===== src/rcs_regs.svh =====
/*
 * Register offsets, reset values and timing counts of the reset cause
 * and start-up sequencer. Assumes a 10 MHz system clock.
 */
`ifndef RCS_REGS_SVH
`define RCS_REGS_SVH

// ==========================================================
// Register port
`define RCS_ADDR_W 4
`define RCS_DATA_W 8
`define RCS_OFS_CFG 4'h0
`define RCS_OFS_POWER_CONTROL_REG 4'h1
`define RCS_OFS_STAT 4'h2

// ==========================================================
// Field widths and reset values
`define RCS_CFG_W 7
`define RCS_CFG_RST 7'h1B
`define RCS_POWER_CONTROL_REG_W 4
`define RCS_POWER_CONTROL_REG_RST 4'hD

// ==========================================================
// Brown-out mode select codes
`define RCS_BOR_OFF 2'h0
`define RCS_BOR_SW 2'h1
`define RCS_BOR_RUN 2'h2
`define RCS_BOR_ON 2'h3

// ==========================================================
// Timing
`define RCS_CLK_HZ 10000000
`define RCS_LFOSC_HZ 31000
`define RCS_PDT_MS 64
`define RCS_PDT_TICKS ((`RCS_PDT_MS * `RCS_LFOSC_HZ) / 1000)
`define RCS_OST_TICKS 1024
`define RCS_TMR_W 12
`define RCS_MASTER_CLEAR_PIN_FILT_NS 2000
`define RCS_MASTER_CLEAR_PIN_FILT_CYC \
	((`RCS_MASTER_CLEAR_PIN_FILT_NS * (`RCS_CLK_HZ / 1000000) + 999) / 1000)
`define RCS_BOD_MIN_NS 1000
`define RCS_BOD_MIN_CYC \
	((`RCS_BOD_MIN_NS * (`RCS_CLK_HZ / 1000000) + 999) / 1000)
`define RCS_FCNT_W 8

`endif


===== src/rcs_pkg.sv =====
/*
 * Types of the reset cause and start-up sequencer.
 * Assumes rcs_regs.svh for widths and codes.
 */
package rcs_pkg;

	// ==========================================================
	// Sequencer states and reset causes
	typedef enum logic [1:0] {
		ST_HOLD,
		ST_PDT,
		ST_OST,
		ST_RUN
	} rcs_state_t;

	typedef enum logic [2:0] {
		CS_POR,
		CS_WAKE,
		CS_WDT_RUN,
		CS_WDT_SLEEP,
		CS_MASTER_CLEAR_PIN_RUN,
		CS_MASTER_CLEAR_PIN_SLEEP,
		CS_BOR
	} rcs_cause_t;

	// ==========================================================
	// Configuration and power control layouts, LSB last
	typedef struct packed {
		logic osc_xtal;
		logic two_spd;
		logic wake_reset_config_n;
		logic master_clear_pin_select;
		logic powerup_delay_config;
		logic [1:0] brownout_mode_select;
	} rcs_cfg_t;

	typedef struct packed {
		logic sw_brownout_enable;
		logic wake_reset_cause_flag;
		logic poweron_flag_n;
		logic brownout_flag_n;
	} rcs_power_control_reg_t;

endpackage : rcs_pkg


===== src/rcs_seq.sv =====
/*
 * Reset cause and start-up sequencer: merges reset sources, runs the
 * power-up delay and oscillator start-up timers, records causes.
 * Assumes analog detectors, pins and oscillators arrive asynchronously;
 * watchdog, sleep and wake events come from logic on i_mclk.
 */
// Decided for this implementation: the address map and the address-and-strobe port.
// Functional notes
// - Record seven distinct reset causes
// - Unaffected registers get no reset at all
// - Reset-state load on POR, MASTER_CLEAR_PIN, WDT, BOR
// - Wake-reset config 1: watchdog wake from sleep resumes, no reset
// - Glitch filter on master-clear input
// - Hold reset while power-on detect low
// - Wake-reset config 0: wake event resets
// - Wake-reset config 0: wake pin change in sleep signals wake
// - Wake reset clears wake cause flag
// - Delay timer 64 ms, only POR/BOR
// - Chip held in reset while delay counts
// - Delay config bit set disables timer
// - Watchdog reset never drives master-clear pin
// - Pin select clear: tie inactive, pull-up
// - Mode 01: software bit enables brown-out
// - Sleep-gated mode: off in sleep, on wake
// - Brown-out past minimum duration resets
// - Stay in reset until above threshold
// - Brown-out during delay restarts the delay
// - Delay after POR, then start-up timer
// - External clock, no delay: no time-out
// - Time-outs run independent of master-clear
// - Two-speed start: run during start-up timer
// - Brown-out mode encoding 11,10,01,00
// - Power-on flag 0 after POR, sticky
`timescale 1ns/1ps
`include "rcs_regs.svh"

module rcs_seq import rcs_pkg::*; #(
	parameter int P_PDT_TICKS = `RCS_PDT_TICKS,
	parameter int P_OST_TICKS = `RCS_OST_TICKS
) (
	// Clock and reset
	input wire logic i_mclk,
	input wire logic i_rst,
	// Register port
	input wire logic [`RCS_ADDR_W-1:0] i_addr,
	input wire logic [`RCS_DATA_W-1:0] i_wdata,
	input wire logic i_wr,
	input wire logic i_rd,
	output logic [`RCS_DATA_W-1:0] o_rdata,
	// Supply detectors, pins and oscillators
	input wire logic i_por_ok,
	input wire logic i_bod_low,
	input wire logic i_master_clear_pin_n,
	input wire logic i_wake_change_pin,
	input wire logic i_low_freq_internal_osc,
	input wire logic i_osc_clk,
	// Core side events
	input wire logic i_watchdog_timeout,
	input wire logic i_sleep,
	input wire logic i_wake_event,
	// Reset and wake outputs
	output logic o_core_rst,
	output logic o_regs_rst,
	output logic o_run_internal_oscillator,
	output logic o_wake,
	output logic o_ioc_wake,
	output logic o_master_clear_pin_pull_en
);

	// ==========================================================
	// Declarations
	localparam logic [`RCS_TMR_W-1:0] PDT_LAST =
		`RCS_TMR_W'(P_PDT_TICKS - 1);
	localparam logic [`RCS_TMR_W-1:0] OST_LAST =
		`RCS_TMR_W'(P_OST_TICKS - 1);
	localparam logic [`RCS_FCNT_W-1:0] MASTER_CLEAR_PIN_CYC =
		`RCS_FCNT_W'(`RCS_MASTER_CLEAR_PIN_FILT_CYC);
	localparam logic [`RCS_FCNT_W-1:0] BOD_CYC =
		`RCS_FCNT_W'(`RCS_BOD_MIN_CYC);

	logic por_ok_s, bod_low_s, master_clear_pin_n_s, wake_s, lf_s, osc_s;
	logic wake_q_r, lf_q_r, osc_q_r, sleep_q_r;
	logic lf_tick, osc_tick, pin_edge;
	rcs_cfg_t cfg_r;
	rcs_power_control_reg_t power_control_reg_r;
	rcs_state_t state_r, state_nxt;
	rcs_cause_t cause_r;
	logic [`RCS_TMR_W-1:0] tmr_r;
	logic [`RCS_FCNT_W-1:0] mcnt_r, bcnt_r;
	logic master_clear_pin_act, master_clear_pin_q_r, master_clear_pin_evt;
	logic bor_en, bor_trip, bor_act_r, bor_evt;
	logic por_low, hold_any, need_tmr_r, pdt_en;
	logic ioc, wake_rst, wdt_run_rst, wdt_slp_rst, wdt_wake, soft_evt;
	logic core_rst_r, run_int_r, wake_r, ioc_r;
	logic to_n_r, pd_n_r;
	logic [`RCS_DATA_W-1:0] rdata_r;

	// ==========================================================
	// Input synchronisers
	rcs_sync3 #(.P_INIT(1'b0)) u_sync_por (
		.i_mclk(i_mclk), .i_rst(i_rst),
		.i_async(i_por_ok), .o_level(por_ok_s));
	rcs_sync3 #(.P_INIT(1'b0)) u_sync_bod (
		.i_mclk(i_mclk), .i_rst(i_rst),
		.i_async(i_bod_low), .o_level(bod_low_s));
	rcs_sync3 #(.P_INIT(1'b1)) u_sync_master_clear_pin (
		.i_mclk(i_mclk), .i_rst(i_rst),
		.i_async(i_master_clear_pin_n), .o_level(master_clear_pin_n_s));
	rcs_sync3 #(.P_INIT(1'b0)) u_sync_wake (
		.i_mclk(i_mclk), .i_rst(i_rst),
		.i_async(i_wake_change_pin), .o_level(wake_s));
	rcs_sync3 #(.P_INIT(1'b0)) u_sync_lf (
		.i_mclk(i_mclk), .i_rst(i_rst),
		.i_async(i_low_freq_internal_osc), .o_level(lf_s));
	rcs_sync3 #(.P_INIT(1'b0)) u_sync_osc (
		.i_mclk(i_mclk), .i_rst(i_rst),
		.i_async(i_osc_clk), .o_level(osc_s));

	always_ff @(posedge i_mclk or posedge i_rst) begin
		if (i_rst) begin
			wake_q_r <= 1'b0;
			lf_q_r <= 1'b0;
			osc_q_r <= 1'b0;
			sleep_q_r <= 1'b0;
			master_clear_pin_q_r <= 1'b0;
		end else begin
			wake_q_r <= wake_s;
			lf_q_r <= lf_s;
			osc_q_r <= osc_s;
			sleep_q_r <= i_sleep;
			master_clear_pin_q_r <= master_clear_pin_act;
		end
	end

	assign lf_tick = lf_s & ~lf_q_r;
	assign osc_tick = osc_s & ~osc_q_r;
	assign pin_edge = wake_s ^ wake_q_r;

	// ==========================================================
	// Master-clear filter; short pulses never reach the count
	always_ff @(posedge i_mclk or posedge i_rst) begin
		if (i_rst) begin
			mcnt_r <= '0;
		end else if (master_clear_pin_n_s || !cfg_r.master_clear_pin_select) begin
			mcnt_r <= '0;
		end else if (mcnt_r != MASTER_CLEAR_PIN_CYC) begin
			mcnt_r <= mcnt_r + 1'b1;
		end
	end

	assign master_clear_pin_act = (mcnt_r == MASTER_CLEAR_PIN_CYC);
	assign master_clear_pin_evt = master_clear_pin_act & ~master_clear_pin_q_r;
	assign o_master_clear_pin_pull_en = ~cfg_r.master_clear_pin_select;

	// ==========================================================
	// Brown-out enable and duration check
	always_comb begin
		case (cfg_r.brownout_mode_select)
			`RCS_BOR_ON: bor_en = 1'b1;
			`RCS_BOR_RUN: bor_en = ~i_sleep;
			`RCS_BOR_SW: bor_en = power_control_reg_r.sw_brownout_enable;
			default: bor_en = 1'b0;
		endcase
	end

	always_ff @(posedge i_mclk or posedge i_rst) begin
		if (i_rst) begin
			bcnt_r <= '0;
		end else if (!(bod_low_s && bor_en)) begin
			bcnt_r <= '0;
		end else if (bcnt_r != BOD_CYC) begin
			bcnt_r <= bcnt_r + 1'b1;
		end
	end

	assign bor_trip = (bcnt_r == BOD_CYC);
	assign bor_evt = bor_trip & ~bor_act_r;

	// Held until supply is back above threshold
	always_ff @(posedge i_mclk or posedge i_rst) begin
		if (i_rst) begin
			bor_act_r <= 1'b0;
		end else if (bor_trip) begin
			bor_act_r <= 1'b1;
		end else if (!bod_low_s) begin
			bor_act_r <= 1'b0;
		end
	end

	// ==========================================================
	// Sleep, wake and watchdog events
	// Watchdog acts on the core reset or, in sleep with config 1, on the wake output; the pin has no driver
	assign ioc = i_sleep & ~cfg_r.wake_reset_config_n & pin_edge;
	assign wake_rst = i_sleep & ~cfg_r.wake_reset_config_n &
		(i_wake_event | ioc);
	assign wdt_run_rst = i_watchdog_timeout & ~i_sleep;
	assign wdt_slp_rst = i_watchdog_timeout & i_sleep &
		~cfg_r.wake_reset_config_n;
	assign wdt_wake = i_watchdog_timeout & i_sleep &
		cfg_r.wake_reset_config_n;
	assign soft_evt = wdt_run_rst | wdt_slp_rst | wake_rst;

	always_ff @(posedge i_mclk or posedge i_rst) begin
		if (i_rst) begin
			wake_r <= 1'b0;
			ioc_r <= 1'b0;
		end else begin
			wake_r <= wdt_wake | (i_sleep & cfg_r.wake_reset_config_n &
				i_wake_event);
			ioc_r <= ioc;
		end
	end

	// ==========================================================
	// Start-up sequencer
	// Falling supply is caught by brown-out and by power-on detect going low, in any state
	assign por_low = ~por_ok_s;
	assign hold_any = por_low | bor_act_r | bor_trip |
		(bor_en & bod_low_s);
	assign pdt_en = ~cfg_r.powerup_delay_config;

	always_comb begin
		state_nxt = state_r;
		case (state_r)
			ST_HOLD: begin
				if (!hold_any) begin
					if (need_tmr_r && pdt_en) begin
						state_nxt = ST_PDT;
					end else if (need_tmr_r && cfg_r.osc_xtal) begin
						state_nxt = ST_OST;
					end else begin
						state_nxt = ST_RUN;
					end
				end
			end
			ST_PDT: begin
				if (hold_any) begin
					state_nxt = ST_HOLD;
				end else if (lf_tick && tmr_r == PDT_LAST) begin
					state_nxt = cfg_r.osc_xtal ? ST_OST : ST_RUN;
				end
			end
			ST_OST: begin
				if (hold_any) begin
					state_nxt = ST_HOLD;
				end else if (osc_tick && tmr_r == OST_LAST) begin
					state_nxt = ST_RUN;
				end
			end
			default: begin
				if (por_low || bor_trip || soft_evt) begin
					state_nxt = ST_HOLD;
				end
			end
		endcase
	end

	always_ff @(posedge i_mclk or posedge i_rst) begin
		if (i_rst) begin
			state_r <= ST_HOLD;
		end else begin
			state_r <= state_nxt;
		end
	end

	// Timer restarts from zero on every state change
	always_ff @(posedge i_mclk or posedge i_rst) begin
		if (i_rst) begin
			tmr_r <= '0;
		end else if (state_nxt != state_r || state_r == ST_HOLD) begin
			tmr_r <= '0;
		end else if (state_r == ST_PDT && lf_tick) begin
			tmr_r <= tmr_r + 1'b1;
		end else if (state_r == ST_OST && osc_tick) begin
			tmr_r <= tmr_r + 1'b1;
		end
	end

	// Timers owed only after power-on or brown-out
	always_ff @(posedge i_mclk or posedge i_rst) begin
		if (i_rst) begin
			need_tmr_r <= 1'b1;
		end else if (por_low || bor_trip) begin
			need_tmr_r <= 1'b1;
		end else if (state_r != ST_RUN && state_nxt == ST_RUN) begin
			need_tmr_r <= 1'b0;
		end
	end

	// ==========================================================
	// Core reset: async assert via i_rst, release on the clock
	// Master-clear asserts and holds the core reset in any state; time-outs keep running
	always_ff @(posedge i_mclk or posedge i_rst) begin
		if (i_rst) begin
			core_rst_r <= 1'b1;
			run_int_r <= 1'b0;
		end else begin
			core_rst_r <= master_clear_pin_act | (state_r == ST_HOLD) |
				(state_r == ST_PDT) |
				(state_r == ST_OST & ~cfg_r.two_spd);
			run_int_r <= (state_r == ST_OST) & cfg_r.two_spd;
		end
	end

	assign o_core_rst = i_rst | core_rst_r;
	// Reset-state class only; unaffected class is left unwired
	assign o_regs_rst = o_core_rst;
	assign o_run_internal_oscillator = run_int_r;
	assign o_wake = wake_r;
	assign o_ioc_wake = ioc_r;

	// ==========================================================
	// Cause recording; hardware events win over software writes
	always_ff @(posedge i_mclk or posedge i_rst) begin
		if (i_rst) begin
			cause_r <= CS_POR;
		end else if (por_low) begin
			cause_r <= CS_POR;
		end else if (bor_evt) begin
			cause_r <= CS_BOR;
		end else if (master_clear_pin_evt) begin
			cause_r <= i_sleep ? CS_MASTER_CLEAR_PIN_SLEEP : CS_MASTER_CLEAR_PIN_RUN;
		end else if (wdt_run_rst) begin
			cause_r <= CS_WDT_RUN;
		end else if (wdt_slp_rst) begin
			cause_r <= CS_WDT_SLEEP;
		end else if (wake_rst) begin
			cause_r <= CS_WAKE;
		end
	end

	always_ff @(posedge i_mclk or posedge i_rst) begin
		if (i_rst) begin
			power_control_reg_r <= rcs_power_control_reg_t'(`RCS_POWER_CONTROL_REG_RST);
		end else begin
			if (i_wr && i_addr == `RCS_OFS_POWER_CONTROL_REG) begin
				power_control_reg_r <= rcs_power_control_reg_t'(i_wdata[`RCS_POWER_CONTROL_REG_W-1:0]);
			end
			if (por_low) begin
				power_control_reg_r.poweron_flag_n <= 1'b0;
			end
			if (bor_evt) begin
				power_control_reg_r.brownout_flag_n <= 1'b0;
			end
			if (wake_rst) begin
				power_control_reg_r.wake_reset_cause_flag <= 1'b0;
			end
		end
	end

	// Watchdog and sleep flags, active low
	always_ff @(posedge i_mclk or posedge i_rst) begin
		if (i_rst) begin
			to_n_r <= 1'b1;
			pd_n_r <= 1'b1;
		end else begin
			if (por_low || bor_evt) begin
				to_n_r <= 1'b1;
				pd_n_r <= 1'b1;
			end else begin
				if (i_watchdog_timeout) begin
					to_n_r <= 1'b0;
				end else if (wake_rst) begin
					to_n_r <= 1'b1;
				end
				if (i_sleep && !sleep_q_r) begin
					pd_n_r <= 1'b0;
				end
			end
		end
	end

	// ==========================================================
	// Register port
	always_ff @(posedge i_mclk or posedge i_rst) begin
		if (i_rst) begin
			cfg_r <= rcs_cfg_t'(`RCS_CFG_RST);
		end else if (i_wr && i_addr == `RCS_OFS_CFG) begin
			cfg_r <= rcs_cfg_t'(i_wdata[`RCS_CFG_W-1:0]);
		end
	end

	always_ff @(posedge i_mclk or posedge i_rst) begin
		if (i_rst) begin
			rdata_r <= '0;
		end else if (!i_rd) begin
			rdata_r <= '0;
		end else if (i_addr == `RCS_OFS_CFG) begin
			rdata_r <= {1'b0, cfg_r};
		end else if (i_addr == `RCS_OFS_POWER_CONTROL_REG) begin
			rdata_r <= {4'h0, power_control_reg_r};
		end else if (i_addr == `RCS_OFS_STAT) begin
			rdata_r <= {1'b0, cause_r, to_n_r, pd_n_r, state_r};
		end else begin
			rdata_r <= '0;
		end
	end

	assign o_rdata = rdata_r;
endmodule : rcs_seq


===== src/rcs_sync3.sv =====
/*
 * Three-stage input synchroniser with agreement filter.
 * Assumes the input is asynchronous to i_mclk.
 */
`timescale 1ns/1ps

module rcs_sync3 #(
	parameter logic P_INIT = 1'b0
) (
	// Clock and reset
	input wire logic i_mclk,
	input wire logic i_rst,
	// Async in, clean level out
	input wire logic i_async,
	output logic o_level
);

	logic [2:0] ff_r;

	// ==========================================================
	// Stage chain; first stage feeds only the second
	always_ff @(posedge i_mclk or posedge i_rst) begin
		if (i_rst) begin
			ff_r <= {3{P_INIT}};
		end else begin
			ff_r <= {ff_r[1:0], i_async};
		end
	end

	// Change accepted once stages two and three agree
	always_ff @(posedge i_mclk or posedge i_rst) begin
		if (i_rst) begin
			o_level <= P_INIT;
		end else if (ff_r[1] == ff_r[2]) begin
			o_level <= ff_r[2];
		end
	end

endmodule : rcs_sync3


===== config.mk =====
export PLATFORM = sky130hd
export DESIGN_NAME = rcs_seq
export DESIGN_NICKNAME = d
export VERILOG_FILES = /design/src/rcs_pkg.sv /design/src/rcs_seq.sv /design/src/rcs_sync3.sv
export VERILOG_INCLUDE_DIRS = /design/src
export SDC_FILE = /design/constraint.sdc
export NUM_CORES = 1
export LEC_CHECK = 0
export BUFFER_PORTS_ARGS = -buffer_cell sky130_fd_sc_hd__buf_4
export CORE_ASPECT_RATIO = 0.5
export CORE_UTILIZATION = 35
export DETAILED_ROUTE_END_ITERATION = 8
export PLACE_DENSITY_LB_ADDON = 0.3
export SLEW_MARGIN = 20
export SYNTH_ARGS = -nofsm -noshare
export SYNTH_HDL_FRONTEND = slang
export SYNTH_SLANG_ARGS = --single-unit
export TNS_END_PERCENT = 1

===== constraint.sdc =====
create_clock -name i_mclk -period 3.05 [get_ports i_mclk]
set_input_delay 0.61 -clock i_mclk [delete_from_list [all_inputs] [get_ports i_mclk]]
set_output_delay 0.61 -clock i_mclk [all_outputs]
set_load 0.01 [all_outputs]

======== Word-level counts from Yosys, hierarchy flattened ========
Index checks and enable logic that the tools add are counted.
storage, ports and cells
  register bits ........................... 89
  bits in latches ......................... 0
  bits in writable memories ............... 0
  bits in read-only memories .............. 0
  output and inout bits ................... 14
  memories ................................ 0
cells by class
  $add $sub $neg .......................... 3
  multipliers ............................. 0
  divide/modulo/power cells ............... 0
  $lt $le $gt $ge ......................... 0
  equality and inequality tests ........... 26
  shift-type cells ........................ 0
  muxes and demuxes ....................... 42
  bitwise operators ....................... 38
  reductions and logical operators ........ 27
operators by type and width
  cell                   count
  $mux 12                3
  $mux 8                 4
  $mux 7                 4
  $mux 3                 7
  $add 8x1->8 const B    2
  $and 1x1->1            16
  $mux 1                 15
  $mux 2                 7
  $add 12x1->12 const B  1
  $eq 12x10->1 const B   1
  $eq 12x11->1 const B   1
  $logic_and 1x1->1      11
  $or 1x1->1             11
  $not 1->1              10
  $reduce_bool 2->1      5
  $eq 2x2->1 const B     4
  $eq 8x4->1 const B     1
  $eq 8x5->1 const B     1
  $ne 8x4->1 const B     1
  $ne 8x5->1 const B     1
  $eq 1x1->1             6
  $ne 2x2->1 const B     3
  $ne 6x6->1 const B     1
  $pmux 2 s3             1
  other kinds (12)       19

======== Longest topological paths before layout ========
  depth after elaboration ................. 13
  gate-level depth with buffers ........... 8

======== By module ========
Synthesis repeated with hierarchy kept, for this count alone.
unflattened totals
  cells, all modules ...................... 340
  area total of the unflattened synthesis .. 3,901.2 um^2
by module, submodules not included
  module                                times used  cells each  area an instance (um^2)  sequential area each (um^2)
  rcs_seq                               1           304         3,205.6                  1,615.3
  rcs_sync3 at u_sync_bod ...           5           6           115.1                    100.1
  rcs_sync3 at u_sync_master_clear_pin  1           6           120.1                    105.1

======== Worst setup path after synthesis ========
OpenSTA, ideal clock, no wires.
  path kind ............................... input to register
  start point ............................. input i_addr[1]
  end point ............................... register cfg_r[2] (netlist name)
  data arrival time ....................... 1.863 ns
  setup slack ............................. 1.063 ns
  stages .................................. 6
  buffers on the path ..................... 2
  path through ............................ buf_2 or4_1 clkbuf_1 inv_2 nand2_1 mux2_2
on the way
  word-level cells in the longest chain between the ends .. 2
RTL lines
  item                         RTL line        RTL
  from (decl)                  rcs_seq.sv:45   input wire logic [`RCS_ADDR_W-1:0] i_addr,
  $logic_not 4->1 (no line)    -
  $logic_and 1x1->1 (no line)  -
  to (signal assigned)         rcs_seq.sv:377  cfg_r <= rcs_cfg_t'(`RCS_CFG_RST);
  to (signal assigned)         rcs_seq.sv:379  cfg_r <= rcs_cfg_t'(i_wdata[`RCS_CFG_W-1:0]);
  to (decl)                    rcs_seq.sv:84   rcs_cfg_t cfg_r;
Every way passes these cells.
A chain may end at the register's enable or synchronous reset.

======== Final worst setup path ========
  start point ............................. register bcnt_r[0]
  end point ............................... register tmr_r[10]
on the way
  word-level cells in the longest chain between the ends .. 8
  elaborated cells on any way between the ends .. 14
  classes of those cells .................. 2 x eq/ne; 6 x mux; 2 x bitwise; 4 x reduce/logical
RTL lines
  item                                                         RTL line                        RTL
  from (decl)                                                  rcs_seq.sv:89                   logic [`RCS_FCNT_W-1:0] mcnt_r, bcnt_r;
  from (signal assigned)                                       rcs_seq.sv:172                  bcnt_r <= bcnt_r + 1'b1;
  $eq 8x4->1 *                                                 rcs_seq.sv:176                  assign bor_trip = (bcnt_r == BOD_CYC);
  $or 1x1->1 or $logic_or 1x1->1 (tied branches) (2 in a row)  rcs_seq.sv:218, rcs_seq.sv:251
  $mux 2 (on tied branches)                                    -
  $pmux 2 s3 *                                                 rcs_seq.sv:224                  case (state_r)
  $ne 2x2->1 *                                                 rcs_seq.sv:270                  end else if (state_nxt != state_r || state_r == ST_HOLD) begin
  $logic_or 1x1->1 *                                           rcs_seq.sv:270
  $reduce_bool 3->1 (no line) or $mux 12 (tied branches)       -
  to (signal assigned)                                         rcs_seq.sv:273                  tmr_r <= tmr_r + 1'b1;
  to (signal assigned)                                         rcs_seq.sv:275                  tmr_r <= tmr_r + 1'b1;
  to (decl)                                                    rcs_seq.sv:88                   logic [`RCS_TMR_W-1:0] tmr_r;
Every way passes the cells marked *; elsewhere a longest branch is shown, timed or not.

==> flow_summary.json <==
{
  "status": "finished, final reports clean",
  "fmax_mhz": 439,
  "fin_crit_ns": 2.28,
  "finClkSkew_ns": 0.00886,
  "instances_no_fill": 513,
  "final_common_cell": "dfrtp_1",
  "drive_gt1_frac": 0.231,
  "grt_remaining_overflow": 0,
  "drt-total-wl_mm": 7.05,
  "setup.worst_path.end": "tmr_r[10]",
  "yosysTopAreaCell": "dfrtp_1",
  "crit_start": "bcnt_r[0]",
  "post-route-period-util": 0.748,
  "p_per_area_mw_per_mm2": 631,
  "r2r_setup_slack_ns": 0.77,
  "routed_via_density": 4.89,
  "crit_chain": "inv_1, ha_1, or4b_4, or2_0, nand3_4, or3_1, a211oi_1",
  "area_growth_pct": 18.7,
  "yosysTopAreaCellShare": 0.476,
  "slowest_stage": "or2_0",
  "yosys_warnings": 0,
  "core_area_mm2": 0.0104,
  "ys_seq_area_frac": 0.579,
  "die_h_um": 76.1,
  "clockBufferDepth": 2,
  "grt_pass1_wl_mm": 12.3,
  "nFillCells": 993,
  "synthCells": 330,
  "postCtsHoldBufs": 0,
  "crit_path_end_kind": "flip-flop",
  "dp_hpwl_mm": 4.94,
  "synth_cell_types": 58,
  "rsz0062_at_grt": "no",
  "die_x_um": 150,
  "wl_per_cell_um": 13.7,
  "critPathLaunchType": "flip-flop",
  "leakage_nw": 1.98,
  "ant_nets": 0,
  "met2_usage": 0.203,
  "holdCritPathClass": "flip-flop to flip-flop",
  "drc": 0,
  "antenna_found_initial": 0,
  "start_util": 0.368,
  "synth_flop_cell": "dfrtp_1",
  "place_ws_ns": 0.754,
  "ys_ff_latch": 88,
  "numCtsBuffers": 9,
  "post_cts_resized": 0,
  "grt_use_met1": 0.195,
  "grt_usage": 0.139,
  "gp_routability_congestion": 0.757,
  "drt_first_pass_iters": 4,
  "num-nets-final": 398,
  "placementRows": 26,
  "postSynthAreaPerCell_um2": 11.6,
  "io_buffer_count": 36,
  "synth_area_leaders": "dfrtp_1 48%, dfstp_2 10%, xor2_1 3.7%, nor2_1 3.3%, mux2_2 2.3%",
  "power_mw": 2.87,
  "final_cell_mix": "73 x dfrtp_1, 36 x buf_4, 34 x nor2_1",
  "use_met3": 0.0425,
  "max-vdd-ir-drop_uv": 344,
  "clock_sinks": 88,
  "finalMaxSlewViolations": 0,
  "via_count": 2509,
  "crit_type": "flip-flop to flip-flop",
  "htreeDepth": 3,
  "r2r-end": "tmr_r[10]",
  "placed_cells_incl_taps": 497,
  "postCtsSetupBuffers": 0,
  "root_buffer": "clkbuf_16",
  "tns_ns": 0,
  "worst_slew_pin_slew_ns": 0.709,
  "slowest_delay_ns": 0.46,
  "hold_viol_final": 0,
  "synth_edf_count": 0,
  "rr_worst_depth": 7,
  "path_clk_slew_ns": 0.06,
  "r2r_start": "bcnt_r[0]",
  "relSlewSlack": 0.515,
  "fin_ws_ns": 0.770,
  "busiest_layer": "met2",
  "worstPathRequired_ns": 3.29,
  "cts_tree": "built",
  "grt_max_degree": 50,
  "io_pins": 39,
  "finalSetupViolations": 0,
  "grt_pass1_vias": 2507,
  "dieArea_mm2": 0.0114,
  "synthArstFlopShare": 1.00,
  "n_antenna_cell": 0,
  "path_max_fanout": 8,
  "synth_nets": 360,
  "clk-insertion-delay-late_ns": 0.33,
  "worstPathArrival_ns": 2.52,
  "drv_cap": 0,
  "first_iter_violations": 119,
  "synth.cell_area_mm2": 0.00384
}
-- metrics by stage --
step	util	area (µm²)	hold WS, ns
2_1_floorplan	-	3840	0.331
6_report	0.436	4560	0.343
5_1_grt	0.436	4560	0.346
3_3_place_gp	0.407	4250	0.332
3_5_place_dp	0.407	4250	0.335
4_1_cts	0.436	4560	0.346
-- registers in the layout (all words and copies together), names as in the netlist, 2 cells and up --
| register | flops |
|---|---|
| cause_r | 3 |
| o_rdata | 7 |
| bcnt_r | 8 |
| u_sync_wake.ff_r | 3 |
| u_sync_por.ff_r | 3 |
| cfg_r | 7 |
| u_sync_bod.ff_r | 3 |
| u_sync_lf.ff_r | 3 |
| mcnt_r | 8 |
| tmr_r | 12 |
| state_r | 2 |
| u_sync_master_clear_pin.ff_r | 3 |
| u_sync_osc.ff_r | 3 |
| power_control_reg_r | 4 |
-- cell families (layout without fill, tap and decap cells) --
group,count (synthesis),after routing,synth area share
multiplexers,13,13,0.0365
AO/OA/AOI/OAI,45,45,0.0874
adder cells (fa/ha/maj),11,11,0.0319
AND/OR/NAND/NOR,122,122,0.180
buffers and inverters,26,69,0.0300
other,1,1,0.000977
XOR/XNOR,24,24,0.0548
flip-flops,88,88,0.579
-- power by group --
| part | switching [mW] | internal [mW] | leakage, nW | total (mW) |
|---|---|---|---|---|
| logic | 0.220 | 0.175 | 0.722 | 0.395 |
| registers | 0.0971 | 1.28 | 1.11 | 1.38 |
| clock network | 0.441 | 0.663 | 0.146 | 1.10 |
-- worst min path at each step --
stage | cells past startpoint | slack, ns | startpoint | endpoint
final | 0 | 0.34 | u_sync_bod.ff_r[0] | u_sync_bod.ff_r[1]
after global routing | 0 | 0.35 | u_sync_por.ff_r[0] | u_sync_por.ff_r[1]
after CTS | 0 | 0.35 | u_sync_bod.ff_r[0] | u_sync_bod.ff_r[1]
after detailed placement | 0 | 0.33 | u_sync_bod.ff_r[0] | u_sync_bod.ff_r[1]
after global placement | 0 | 0.33 | u_sync_por.ff_r[0] | u_sync_por.ff_r[1]
after floorplan | 0 | 0.33 | u_sync_bod.ff_r[0] | u_sync_bod.ff_r[1]
-- layer usage --
layer | vias up | routed length (µm)
met1 | 1229 | 3600
met5 | - | 0
met4 | 0 | 86
met3 | 6 | 294
li1 | 1232 | -
met2 | 42 | 3070
-- final cells by class --
class,instances,area (µm²),area share
Multi-Input combinational cell,216,1500,0.330
Clock buffer,11,243,0.0533
Tap cell,140,175,0.0384
Clock inverter,5,63.8,0.0140
Inverter,16,61.3,0.0135
Sequential cell,88,2220,0.487
Timing Repair Buffer,37,290,0.0637
-- critical path, delay by kind of cell (launching register included) --
| family | cells | cell delay, ns |
|---|---|---|
| adders and majority gates | 1 | 0.19 |
| AOI/OAI and AO/OA | 1 | 0.24 |
| and+or+nand+nor | 4 | 1.31 |
| DFF | 1 | 0.39 |
| buffers and inverters | 1 | 0.06 |
-- cell usage after synthesis, types with 2 or more instances --
| library cell | instances |
|---|---|
| a211oi_1 | 4 |
| xnor2_1 | 8 |
| o21a_1 | 3 |
| dfrtp_1 | 73 |
| nand4bb_1 | 3 |
| nor2_1 | 34 |
| nand3b_1 | 2 |
| a221o_1 | 2 |
| nor2b_1 | 7 |
| buf_4 | 2 |
| xor2_1 | 16 |
| inv_1 | 15 |
| a2111oi_0 | 4 |
| maj3_1 | 6 |
| ha_1 | 5 |
| mux2_2 | 8 |
| o21ai_1 | 2 |
| mux2i_1 | 5 |
| nor3_1 | 13 |
| dfstp_2 | 15 |
| a21oi_1 | 10 |
| nand2b_1 | 5 |
| nor4b_1 | 3 |
| buf_2 | 2 |
| clkbuf_1 | 5 |
| and2_1 | 3 |
| nand2_1 | 11 |
| a31oi_1 | 3 |
| nor3b_1 | 2 |
| and3_1 | 6 |
| o21ai_0 | 8 |
| nand3_1 | 15 |
| nand4_1 | 5 |
Power figures use the tool's default switching activity.
